**config.mk**
```make
export PLATFORM = sky130hd
export DESIGN_NAME = gisc_ctrl
export DESIGN_NICKNAME = d
export VERILOG_FILES = /design/src/design/gisc_pkg.sv /design/src/design/gisc_ctrl.sv
export SDC_FILE = /design/constraint.sdc
export NUM_CORES = 1
export LEC_CHECK = 0
export BUFFER_PORTS_ARGS = -buffer_cell sky130_fd_sc_hd__buf_4
export CAP_MARGIN = 40
export CORE_MARGIN = 4
export CORE_UTILIZATION = 25
export CTS_BUF_LIST = sky130_fd_sc_hd__clkbuf_2 sky130_fd_sc_hd__clkbuf_4 sky130_fd_sc_hd__clkbuf_8
export DETAILED_ROUTE_END_ITERATION = 10
export GPL_TIMING_DRIVEN = 0
export PLACE_DENSITY = 0.42
export SLEW_MARGIN = 20
export SYNTH_ARGS = -nofsm -noshare
export SYNTH_HDL_FRONTEND = slang
export SYNTH_SLANG_ARGS = --single-unit
```
**constraint.sdc**
```tcl
create_clock -name clk -period 5.7 [get_ports clk]
set_input_delay 1.14 -clock clk [delete_from_list [all_inputs] [get_ports clk]]
set_output_delay 1.14 -clock clk [all_outputs]
set_load 0.005 [all_outputs]
```
**src/design/gisc_pkg.sv**
```systemverilog
// package of constants and carrier types for the guard interlock output control
package gisc_pkg;
	// clock rate and feedback timing
	localparam int CLK_HZ = 20000000;
	localparam int FB_OPEN_MS = 500;
	// longest time rounds down to whole cycles
	localparam int FB_OPEN_CYC = (FB_OPEN_MS * (CLK_HZ / 1000));
	localparam int CNT_W = 24;
	// register map over apb
	localparam logic [11:0] ADDR_CTRL = 12'h000;
	localparam logic [11:0] ADDR_STAT = 12'h004;
	localparam logic [11:0] ADDR_IRQ_STAT = 12'h008;
	localparam logic [11:0] ADDR_IRQ_MASK = 12'h00c;
	// control field positions
	localparam int CTRL_FB_EN_BIT = 0;
	localparam logic [31:0] CTRL_RESET = 32'h00000000;
	localparam logic [3:0] IRQ_MASK_RESET = 4'h0;
	// event bit positions
	localparam int EV_OFF_BIT = 0;
	localparam int EV_ON_BIT = 1;
	localparam int EV_FB_STATE_BIT = 2;
	localparam int EV_FB_TIME_BIT = 3;
	localparam int EV_W = 4;

	typedef enum logic [1:0] {
		ST_OFF = 2'b00,
		ST_ON_WAIT = 2'b01,
		ST_ON = 2'b10,
		ST_FAULT = 2'b11
	} gisc_state_t;

	// sensing inputs after synchronising
	typedef struct packed {
		logic in_range;
		logic chain_a;
		logic chain_b;
		logic feedback;
	} gisc_sense_t;

	typedef struct packed {
		logic [11:0] paddr;
		logic psel;
		logic penable;
		logic pwrite;
		logic [31:0] pwdata;
	} gisc_apb_req_t;
endpackage

```
**src/design/gisc_ctrl.sv**
```systemverilog
// safety output controller for a non-contact guard interlock sensor
// Function
// RULE1: guard opened beyond release distance switches both safety outputs off.
// RULE2: without feedback monitoring, guard closure within operate distance turns outputs on.
// RULE3: with feedback monitoring, closure re-enables outputs only when feedback is correct.
// RULE4: feedback reads closed while outputs are off and open while on, and is checked.
// RULE5: after outputs switch on the feedback must open within 500 ms, which is checked.
// RULE6: the outside party feeds feedback through the series closed contacts of both contactors.
// RULE7: without monitoring the feedback input is tied high and contacts are not checked; ST_ON_WAIT still times out to ST_FAULT with monitoring off.
// RULE8: in a chain each sensor's outputs drive the chain inputs of the preceding sensor.
// RULE9: a deactivated sensor upstream in the chain switches this sensor's outputs off.
// RULE10: a chain holds at most 16 sensors in series.
// RULE11: only the first sensor of a chain monitors feedback; others tie it high.
// RULE12: the status output shows the current on or off condition of the safety outputs.
// RULE13: outputs are enabled only with both chain inputs high, in range and feedback ok.
// RULE14: a feedback state or timing fault forces outputs off until feedback is correct.
//
// Local design decisions: the placing of the registers and the APB register port.
`timescale 1ns/1ps
module gisc_ctrl (
	input wire logic clk,
	input wire logic reset_n,
	input wire logic actuator_in_range,
	input wire logic chain_input_a,
	input wire logic chain_input_b,
	input wire logic contactor_feedback_input,
	input wire gisc_pkg::gisc_apb_req_t apb_req,
	output logic [31:0] prdata,
	output logic pready,
	output logic pslverr,
	output logic safety_output_a,
	output logic safety_output_b,
	output logic status_output,
	output logic irq
);
	import gisc_pkg::*;

	gisc_sense_t meta_q;
	gisc_sense_t sense_q;
	gisc_state_t state_q;
	logic [CNT_W-1:0] fb_cnt_q;
	logic [31:0] ctrl_q;
	logic [EV_W-1:0] irq_stat_q;
	logic [EV_W-1:0] irq_mask_q;
	logic [EV_W-1:0] ev_d;
	logic fb_en;
	logic permit;
	logic fb_closed_ok;
	logic wr_acc;
	logic rd_acc;

	// register offset decode, used only for the error flag on unmapped offsets
	function automatic logic addr_mapped(input logic [11:0] a);
		if (a == ADDR_CTRL) begin
			return 1'b1;
		end else if (a == ADDR_STAT) begin
			return 1'b1;
		end else if (a == ADDR_IRQ_STAT) begin
			return 1'b1;
		end else if (a == ADDR_IRQ_MASK) begin
			return 1'b1;
		end else begin
			return 1'b0;
		end
	endfunction

	// two-stage synchroniser on every sensing input; only stage two is read
	always_ff @(posedge clk or negedge reset_n) begin
		if (!reset_n) begin
			meta_q <= '0;
			sense_q <= '0;
		end else begin
			meta_q <= '{actuator_in_range, chain_input_a, chain_input_b,
				contactor_feedback_input};
			sense_q <= meta_q;
		end
	end

	// feedback monitoring off treats the tied-high input as don't care
	assign fb_en = ctrl_q[CTRL_FB_EN_BIT]; // RULE7 RULE11
	assign fb_closed_ok = !fb_en || sense_q.feedback; // RULE3 RULE4
	assign permit = sense_q.in_range && sense_q.chain_a && sense_q.chain_b; // RULE13 RULE9

	// output state machine; off is the safe default for every unlisted case
	always_ff @(posedge clk or negedge reset_n) begin
		if (!reset_n) begin
			state_q <= ST_OFF;
		end else begin
			case (state_q)
				ST_OFF: begin
					if (fb_en && !sense_q.feedback) begin
						state_q <= ST_FAULT; // RULE4 RULE14
					end else if (permit && fb_closed_ok) begin
						state_q <= fb_en ? ST_ON_WAIT : ST_ON; // RULE2 RULE3 RULE13
					end
				end
				ST_ON_WAIT: begin
					if (!permit) begin
						state_q <= ST_OFF; // RULE1 RULE9
					end else if (!sense_q.feedback) begin
						state_q <= ST_ON;
					end else if (fb_cnt_q >= CNT_W'(FB_OPEN_CYC - 1)) begin
						state_q <= ST_FAULT; // RULE5 RULE14
					end
				end
				ST_ON: begin
					if (!permit) begin
						state_q <= ST_OFF; // RULE1 RULE9
					end else if (fb_en && sense_q.feedback) begin
						state_q <= ST_FAULT; // RULE4 RULE14
					end
				end
				default: begin
					// stays off until contacts read closed again or monitoring is switched off
					if (!fb_en || sense_q.feedback) begin
						state_q <= ST_OFF; // RULE14
					end
				end
			endcase
		end
	end

	// feedback open-time counter runs only while waiting for contacts to open
	always_ff @(posedge clk or negedge reset_n) begin
		if (!reset_n) begin
			fb_cnt_q <= '0;
		end else if (state_q == ST_ON_WAIT) begin
			fb_cnt_q <= fb_cnt_q + CNT_W'(1); // RULE5
		end else begin
			fb_cnt_q <= '0;
		end
	end

	// outputs registered from the current state, both channels identical
	always_ff @(posedge clk or negedge reset_n) begin
		if (!reset_n) begin
			safety_output_a <= 1'b0;
			safety_output_b <= 1'b0;
			status_output <= 1'b0;
		end else begin
			safety_output_a <= (state_q == ST_ON_WAIT) || (state_q == ST_ON); // RULE1 RULE2
			safety_output_b <= (state_q == ST_ON_WAIT) || (state_q == ST_ON); // RULE1 RULE2
			status_output <= (state_q == ST_ON_WAIT) || (state_q == ST_ON); // RULE12
		end
	end

	// event pulses: off, on, feedback state fault, feedback timeout
	always_comb begin
		ev_d = '0;
		ev_d[EV_OFF_BIT] = safety_output_a && !((state_q == ST_ON_WAIT) || (state_q == ST_ON));
		ev_d[EV_ON_BIT] = !safety_output_a && ((state_q == ST_ON_WAIT) || (state_q == ST_ON));
		ev_d[EV_FB_STATE_BIT] = fb_en && (((state_q == ST_OFF) && !sense_q.feedback) ||
			((state_q == ST_ON) && permit && sense_q.feedback));
		ev_d[EV_FB_TIME_BIT] = (state_q == ST_ON_WAIT) && permit && sense_q.feedback &&
			(fb_cnt_q >= CNT_W'(FB_OPEN_CYC - 1));
	end

	// apb slave: zero wait states, access phase always ready
	assign wr_acc = apb_req.psel && apb_req.penable && apb_req.pwrite;
	assign rd_acc = apb_req.psel && !apb_req.penable && !apb_req.pwrite;

	// control register, writable only at mapped offset
	always_ff @(posedge clk or negedge reset_n) begin
		if (!reset_n) begin
			ctrl_q <= CTRL_RESET;
		end else if (wr_acc && apb_req.paddr == ADDR_CTRL) begin
			ctrl_q <= {31'h00000000, apb_req.pwdata[CTRL_FB_EN_BIT]};
		end
	end

	// mask register
	always_ff @(posedge clk or negedge reset_n) begin
		if (!reset_n) begin
			irq_mask_q <= IRQ_MASK_RESET;
		end else if (wr_acc && apb_req.paddr == ADDR_IRQ_MASK) begin
			irq_mask_q <= apb_req.pwdata[EV_W-1:0];
		end
	end

	// sticky status, write one to clear; a new event wins over the clear
	always_ff @(posedge clk or negedge reset_n) begin
		if (!reset_n) begin
			irq_stat_q <= '0;
		end else if (wr_acc && apb_req.paddr == ADDR_IRQ_STAT) begin
			irq_stat_q <= (irq_stat_q & ~apb_req.pwdata[EV_W-1:0]) | ev_d;
		end else begin
			irq_stat_q <= irq_stat_q | ev_d;
		end
	end

	// interrupt level registered from the masked status
	always_ff @(posedge clk or negedge reset_n) begin
		if (!reset_n) begin
			irq <= 1'b0;
		end else begin
			irq <= |(irq_stat_q & irq_mask_q);
		end
	end

	// read data captured in setup so it is stable during the access phase
	always_ff @(posedge clk or negedge reset_n) begin
		if (!reset_n) begin
			prdata <= '0;
		end else if (rd_acc) begin
			if (apb_req.paddr == ADDR_CTRL) begin
				prdata <= ctrl_q;
			end else if (apb_req.paddr == ADDR_STAT) begin
				prdata <= {24'h000000, sense_q, state_q, status_output, safety_output_a};
			end else if (apb_req.paddr == ADDR_IRQ_STAT) begin
				prdata <= {28'h0000000, irq_stat_q};
			end else if (apb_req.paddr == ADDR_IRQ_MASK) begin
				prdata <= {28'h0000000, irq_mask_q};
			end else begin
				prdata <= '0;
			end
		end
	end

	// ready and error flag, raised for the single access cycle
	always_ff @(posedge clk or negedge reset_n) begin
		if (!reset_n) begin
			pready <= 1'b0;
			pslverr <= 1'b0;
		end else begin
			pready <= apb_req.psel && !apb_req.penable;
			pslverr <= apb_req.psel && !apb_req.penable && !addr_mapped(apb_req.paddr);
		end
	end

	// outputs never on without both chain inputs and range seen a cycle earlier
	chk_outputs_need_permit: assert property (@(posedge clk) disable iff (!reset_n)
		$rose(safety_output_a) |-> $past(permit)) // RULE13
		else $error("outputs rose without permit");
	chk_guard_open_off: assert property (@(posedge clk) disable iff (!reset_n)
		(!permit && safety_output_a) |-> ##[1:2] !safety_output_a) // RULE1
		else $error("outputs not off after guard open");
	chk_chain_drop_off: assert property (@(posedge clk) disable iff (!reset_n)
		(!sense_q.chain_a || !sense_q.chain_b) |-> ##2 !safety_output_b) // RULE9
		else $error("chain drop did not clear outputs");
	chk_auto_reenable: assert property (@(posedge clk) disable iff (!reset_n)
		(!fb_en && permit && state_q == ST_OFF) |=> ##1 safety_output_a) // RULE2
		else $error("no reenable without monitoring");
	chk_fb_gate_on: assert property (@(posedge clk) disable iff (!reset_n)
		(fb_en && state_q == ST_OFF && !sense_q.feedback) |=> state_q == ST_FAULT) // RULE3 RULE4
		else $error("outputs allowed with wrong feedback");
	chk_fb_timeout: assert property (@(posedge clk) disable iff (!reset_n)
		(state_q == ST_ON_WAIT) |-> fb_cnt_q < CNT_W'(FB_OPEN_CYC)) // RULE5
		else $error("feedback wait exceeded limit");
	chk_fault_holds_off: assert property (@(posedge clk) disable iff (!reset_n)
		(state_q == ST_FAULT) |=> !safety_output_a && !safety_output_b) // RULE14
		else $error("outputs on during fault");
	chk_status_mirror: assert property (@(posedge clk) disable iff (!reset_n)
		status_output == safety_output_a && safety_output_a == safety_output_b) // RULE12
		else $error("status or channels disagree");
	chk_nomon_no_fault: assert property (@(posedge clk) disable iff (!reset_n)
		(!fb_en && state_q != ST_FAULT) |=> state_q != ST_FAULT) // RULE7
		else $error("fault entered without monitoring");

	// register bus: setup is always answered by ready in the very next cycle
	chk_ready_after_setup: assert property (@(posedge clk) disable iff (!reset_n)
		(apb_req.psel && !apb_req.penable) |=> pready)
		else $error("ready missing after setup");
	// ready lasts one cycle, so a held access is never answered twice
	chk_ready_one_cycle: assert property (@(posedge clk) disable iff (!reset_n)
		pready |=> !pready)
		else $error("ready held too long");
	// unmapped offsets answer with an error flag
	chk_err_unmapped: assert property (@(posedge clk) disable iff (!reset_n)
		(apb_req.psel && !apb_req.penable && !addr_mapped(apb_req.paddr)) |=> pslverr)
		else $error("no error on unmapped offset");
	// error flag only ever rides along with ready
	chk_err_with_ready: assert property (@(posedge clk) disable iff (!reset_n)
		pslverr |-> pready)
		else $error("error flag without ready");
	// read data must not move outside a read setup
	chk_rdata_holds: assert property (@(posedge clk) disable iff (!reset_n)
		!rd_acc |=> $stable(prdata))
		else $error("read data moved");
	// monitoring enable follows the written bit
	chk_ctrl_write: assert property (@(posedge clk) disable iff (!reset_n)
		(wr_acc && apb_req.paddr == ADDR_CTRL) |=>
		ctrl_q[CTRL_FB_EN_BIT] == $past(apb_req.pwdata[CTRL_FB_EN_BIT])) // RULE7
		else $error("control write lost");
	// unused control bits always read zero
	chk_ctrl_upper_zero: assert property (@(posedge clk) disable iff (!reset_n)
		ctrl_q[31:1] == 31'h00000000)
		else $error("unused control bits set");
	// mask register takes the written value
	chk_mask_write: assert property (@(posedge clk) disable iff (!reset_n)
		(wr_acc && apb_req.paddr == ADDR_IRQ_MASK) |=>
		irq_mask_q == $past(apb_req.pwdata[EV_W-1:0]))
		else $error("mask write lost");
	// an event always lands in status, even against a clear in the same cycle
	chk_event_sets: assert property (@(posedge clk) disable iff (!reset_n)
		(|ev_d) |=> ((irq_stat_q & $past(ev_d)) == $past(ev_d)))
		else $error("event not recorded");
	// status bits only drop through a write to the status register
	chk_status_sticky: assert property (@(posedge clk) disable iff (!reset_n)
		!(wr_acc && apb_req.paddr == ADDR_IRQ_STAT) |=>
		((irq_stat_q & $past(irq_stat_q)) == $past(irq_stat_q)))
		else $error("status bit lost");
	// writing ones clears exactly those bits when no event competes
	chk_w1c_clear: assert property (@(posedge clk) disable iff (!reset_n)
		(wr_acc && apb_req.paddr == ADDR_IRQ_STAT && ev_d == '0) |=>
		irq_stat_q == ($past(irq_stat_q) & ~$past(apb_req.pwdata[EV_W-1:0])))
		else $error("clear did not act");
	// interrupt line is the masked status one cycle late
	chk_irq_level: assert property (@(posedge clk) disable iff (!reset_n)
		irq == $past(|(irq_stat_q & irq_mask_q)))
		else $error("interrupt level wrong");
	// logic reads only the second synchroniser stage
	chk_sync_stage: assert property (@(posedge clk) disable iff (!reset_n)
		sense_q == $past(meta_q))
		else $error("synchroniser skipped a stage");
	// outputs follow the state one cycle later, never from the raw inputs
	chk_out_from_state: assert property (@(posedge clk) disable iff (!reset_n)
		safety_output_a == $past((state_q == ST_ON_WAIT) || (state_q == ST_ON))) // RULE13
		else $error("output not from state");
	// losing range or a chain input leaves either on state for off
	chk_drop_to_off: assert property (@(posedge clk) disable iff (!reset_n)
		((state_q == ST_ON_WAIT || state_q == ST_ON) && !permit) |=> state_q == ST_OFF) // RULE1 RULE9
		else $error("on state kept without permit");
	// closed contacts while on is a welded contactor
	chk_on_fb_stuck: assert property (@(posedge clk) disable iff (!reset_n)
		(state_q == ST_ON && permit && fb_en && sense_q.feedback) |=> state_q == ST_FAULT) // RULE4
		else $error("closed feedback while on not caught");
	// contacts opening in time completes the switch on
	chk_wait_opens: assert property (@(posedge clk) disable iff (!reset_n)
		(state_q == ST_ON_WAIT && permit && !sense_q.feedback) |=> state_q == ST_ON) // RULE5
		else $error("open feedback not accepted");
	// with monitoring the outputs go on through the timed wait
	chk_mon_wait: assert property (@(posedge clk) disable iff (!reset_n)
		(fb_en && permit && fb_closed_ok && state_q == ST_OFF) |=> state_q == ST_ON_WAIT) // RULE3
		else $error("monitored switch on skipped wait");
	// without monitoring closure switches straight on
	chk_nomon_on: assert property (@(posedge clk) disable iff (!reset_n)
		(!fb_en && permit && state_q == ST_OFF) |=> state_q == ST_ON) // RULE2 RULE7
		else $error("unmonitored switch on missing");
	// a fault ends once the contacts read closed again or monitoring is off
	chk_fault_exit: assert property (@(posedge clk) disable iff (!reset_n)
		(state_q == ST_FAULT && (!fb_en || sense_q.feedback)) |=> state_q == ST_OFF) // RULE14
		else $error("fault not left on correct feedback");
	// open-time counter is cleared outside the wait and counts inside it
	chk_cnt_idle: assert property (@(posedge clk) disable iff (!reset_n)
		(state_q != ST_ON_WAIT) |=> fb_cnt_q == '0) // RULE5
		else $error("counter not cleared");
	chk_cnt_counts: assert property (@(posedge clk) disable iff (!reset_n)
		(state_q == ST_ON_WAIT) |=> fb_cnt_q == $past(fb_cnt_q) + CNT_W'(1)) // RULE5
		else $error("counter did not advance");

	cov_fault_exit: cover property (@(posedge clk) disable iff (!reset_n)
		state_q == ST_FAULT ##1 state_q == ST_OFF);
	cov_on_auto: cover property (@(posedge clk) disable iff (!reset_n)
		!fb_en ##1 $rose(safety_output_a));
	cov_on_fb: cover property (@(posedge clk) disable iff (!reset_n)
		state_q == ST_ON_WAIT ##1 state_q == ST_ON);
	cov_timeout: cover property (@(posedge clk) disable iff (!reset_n)
		state_q == ST_ON_WAIT ##1 state_q == ST_FAULT);
	cov_irq: cover property (@(posedge clk) disable iff (!reset_n) $rose(irq));
endmodule

```
==> metrics.md <==
| Metric | Value |
|---|---|
| Crit share post-route | `0.4076` |
| #FFs+latches synth | `55` |
| Initial DRT Pass Iterations | `4` |
| Worst skew pair latency | `0.31 ns` |
| Core ar. | `between 10000 and 15000 um2` |
| Worst setup path class | `input port to flip-flop` |
| Avg Inst Size Synth | `10.46 um2` |
| Number of flops mapped to enable cells by yosys | `0` |
| Width of the chip | `approximately 120 um` |
| Num CTS Buffers | `5` |
| Tmin final | `roughly 2.3 ns` |
| Top-area cell type share of the netlist area | `0.4731` |
| CTS sink count | `between 50 and 60` |
| CTS H-tree depth | `2` |
| Diode count | `0` |
| Violation count after the first detailed-routing iteration | `80` |
| Leak | `0.001718 uW` |
| Critical Path Stages | `6` |
| Clock Tree Root | `clkbuf_8` |
| Gate Count Post-Synth | `~280` |
| GRT Overall Usage | `0.09136` |
| Hold Crit Depth | `0` |
| Largest area contributor in the netlist | `dfrtp_1` |
| Routability Congestion | `~0.71` |
| Critical-path top delay cell | `nor3_1` |
| Post-synthesis sequential area ratio | `0.4731` |
| Combinational share of power | `0.193` |
| Post-DRT Antenna Nets | `0` |
| Total net switching power | `roughly 230 uW` |
| Hold buffers post-CTS | `0` |
| Crit path cell chain | `buf_4 -> nor4_4 -> nand3_4 -> nor3_1 -> nand2_1 -> a22o_1` |
| Netlist Area Pre-Place | `just under 3000 um2` |
| TritonCTS clock tree | `yes` |
| Antenna violations before repair | `0` |
| Achievable Freq | `430.4 MHz` |
| Area Growth Syn to Fin | `22.58%` |
| Crit path largest cell delay | `around 0.45 ns` |
| DRC viols | `0` |
| Setup Buffers After CTS | `0` |
| Final setup fails | `0` |
| CP top delay family | `simple AND/OR/NAND/NOR gates` |
| Post-CTS Resized | `0` |
| Ratio of cells with drive above 1 in the final layout | `0.2638` |
| Slew @ Worst Pin | `~0.7 ns` |
| Worst-path fanout max | `8` |
| Vias in the first global route | `a little under 2k` |
| R2R depth | `8` |
| Gr ovfl total | `0` |
| Outcome | `finished clean` |
| Clock Power Share | `0.321` |
| Vias per cell | `4.225` |
| Post-synth top flop | `dfrtp_1` |
| Yosys warns | `0` |
| VDD IR max | `around 0.14 mV` |
| DR WL/cell | `around 12 um` |
| Worst-path clk slew | `approximately 0.1 ns` |
| CP startpoint kind | `input port` |
| Int Pwr | `around 630 uW` |
| Fin Setup TNS | `0 ns` |
| Seq pwr share | `0.485` |
| Initial Util | `0.2548` |
| Clk_skew | `around 0.011 ns` |
| Buf/Inv on CP | `1` |
| Ports | `91` |
| First-pass GRT wire length | `roughly 10 mm` |
| Post-synth ARST share | `1.000` |
| Vias | `about 2.1k` |
| RSZ-0062 raised after global routing | `false` |
| Area contributors post-synth | `dfrtp_1 47%, buf_4 6.7%, and2_1 4.7%` |
| Switching share of power | `0.2679` |
| # rows | `39` |
| Drt total wl | `~6 mm` |
| WP data arrival | `about 2.5 ns` |
| Worst min-delay path category | `flip-flop to flip-flop` |
| Relative slew slack | `0.5256` |
| Pwr/cell area | `about 240 nW/um2` |
| Post-synth cell types | `43` |
| Required time of the critical path | `5.91 ns` |
| Largest net degree at the start of global routing | `56` |
| Dpl hpwl | `~4.5 mm` |
| Maxcap violations | `0` |
| Nets | `roughly 400` |
| Final hold vios | `0` |
| Max-slew violation count | `0` |
| Port Buffer Count | `36` |
| Kind of end point of the critical path | `flip-flop` |
| Die area | `around 13000 um2` |
| Total power | `between 800 and 900 uW` |
| Max clock buf depth | `2` |
| Chip height | `~120 um` |
-- Yosys cell counts, types with 5 or more instances --
master,instances
dfrtp_1,55
nand2_1,31
buf_4,26
and2_1,22
xnor2_1,15
nand3_1,12
nor2_1,11
and3_1,7
xor2_1,7
a21oi_1,6
clkbuf_1,6
mux2_2,6
nor3_1,6
o21ai_0,6
and4_1,5
ha_1,5
inv_1,5
nand4_1,5
-- layer usage --
layer  vias to the layer above  track usage  share of wire
met5                         -            0              0
met4                         0      0.02552          0.011
met3                         7      0.02350          0.074
met2                        53       0.1461           0.47
met1                       962       0.1227           0.45
li1                       1040            -              -
-- sequential cells by signal (all words and copies together), names as in the netlist --
signal,count
pready,1
sense_q,4
prdata,8
fb_cnt_q,24
irq_mask_q,4
meta_q,4
ctrl_q,1
irq,1
state_q,2
status_output,1
pslverr,1
irq_stat_q,4
-- path summary, 6_finish.rpt --
check | startpoint | endpoint | slack (ns)
max reg2reg | state_q[1]$_DFFE_PN0P_ | state_q[0]$_DFFE_PN0P_ | 3.48
min in group asynchronous | reset_n | irq_mask_q[0]$_DFFE_PN0P_ | 0.86
min | meta_q[0]$_DFF_PN0_ | sense_q[0]$_DFF_PN0_ | 0.37
min reg2reg | meta_q[0]$_DFF_PN0_ | sense_q[0]$_DFF_PN0_ | 0.37
max | apb_req[36] | irq_stat_q[3]$_DFF_PN0_ | 3.38
max in group asynchronous | reset_n | sense_q[2]$_DFF_PN0_ | 4.35
-- cell usage in the layout (no fill, tap or decap), types with 2 or more instances in the layout --
| master | instances |
|---|---|
| buf_4 | 62 |
| dfrtp_1 | 55 |
| nand2_1 | 31 |
| conb_1 | 24 |
| and2_1 | 22 |
| xnor2_1 | 15 |
| nand3_1 | 12 |
| nor2_1 | 11 |
| and3_1 | 7 |
| xor2_1 | 7 |
| clkbuf_8 | 7 |
| clkbuf_1 | 6 |
| o21ai_0 | 6 |
| nor3_1 | 6 |
| a21oi_1 | 6 |
| mux2_2 | 6 |
| inv_1 | 5 |
| and4_1 | 5 |
| nand4_1 | 5 |
| ha_1 | 5 |
| nor2b_1 | 4 |
| o31ai_1 | 4 |
| a22oi_1 | 4 |
| mux2_4 | 4 |
| a22o_1 | 3 |
| nor4_4 | 2 |
| nor4_1 | 2 |
| a31oi_1 | 2 |
-- power groups by stage --
stage	clock network, uW	logic [uW]	registers [uW]
floorplan	0	105	424
global placement	0	169	427
detailed placement	0	170	428
CTS	290	172	420
global route	308	190	423
finish	278	167	420
-- cell type report --
| type | instances | area (um2) |
|---|---|---|
| clock inverters | 2 | 38.79 |
| multi-input cells | 206 | 1353 |
| clock buffers | 6 | 82.58 |
| repair buffers | 36 | 270.3 |
| well taps | 143 | 178.9 |
| plain buffers | 35 | 247.7 |
| flip-flops and latches | 55 | 1376 |
| fillers | 1219 | 7853 |
| inverters | 5 | 18.77 |
-- cell families after synthesis --
| family | synth area share |
|---|---|
| compound gates | 0.06624 |
| xor+xnor | 0.06624 |
| fa+ha+maj | 0.02151 |
| buf+inv | 0.09161 |
| flops | 0.4731 |
| mux | 0.05161 |
| other cells | 0.001289 |
| simple gates | 0.2284 |
-- stage by stage --
| stage | setup slack, ns | util | instance area [um2] | std cells | hold WS (ns) |
|---|---|---|---|---|---|
| final | 3.377 | 0.3123 | 3566 | 488 | 0.3652 |
| after floorplan | 3.263 | - | 2995 | 301 | 0.3312 |
| after global placement | 3.015 | 0.3017 | 3445 | 480 | 0.3347 |
| after CTS | 3.364 | 0.3123 | 3566 | 488 | 0.3704 |
| after global routing | 3.253 | 0.3123 | 3566 | 488 | 0.3789 |
| after detailed placement | 3.024 | 0.3017 | 3445 | 480 | 0.3347 |
(Power assumes the default switching activity.)
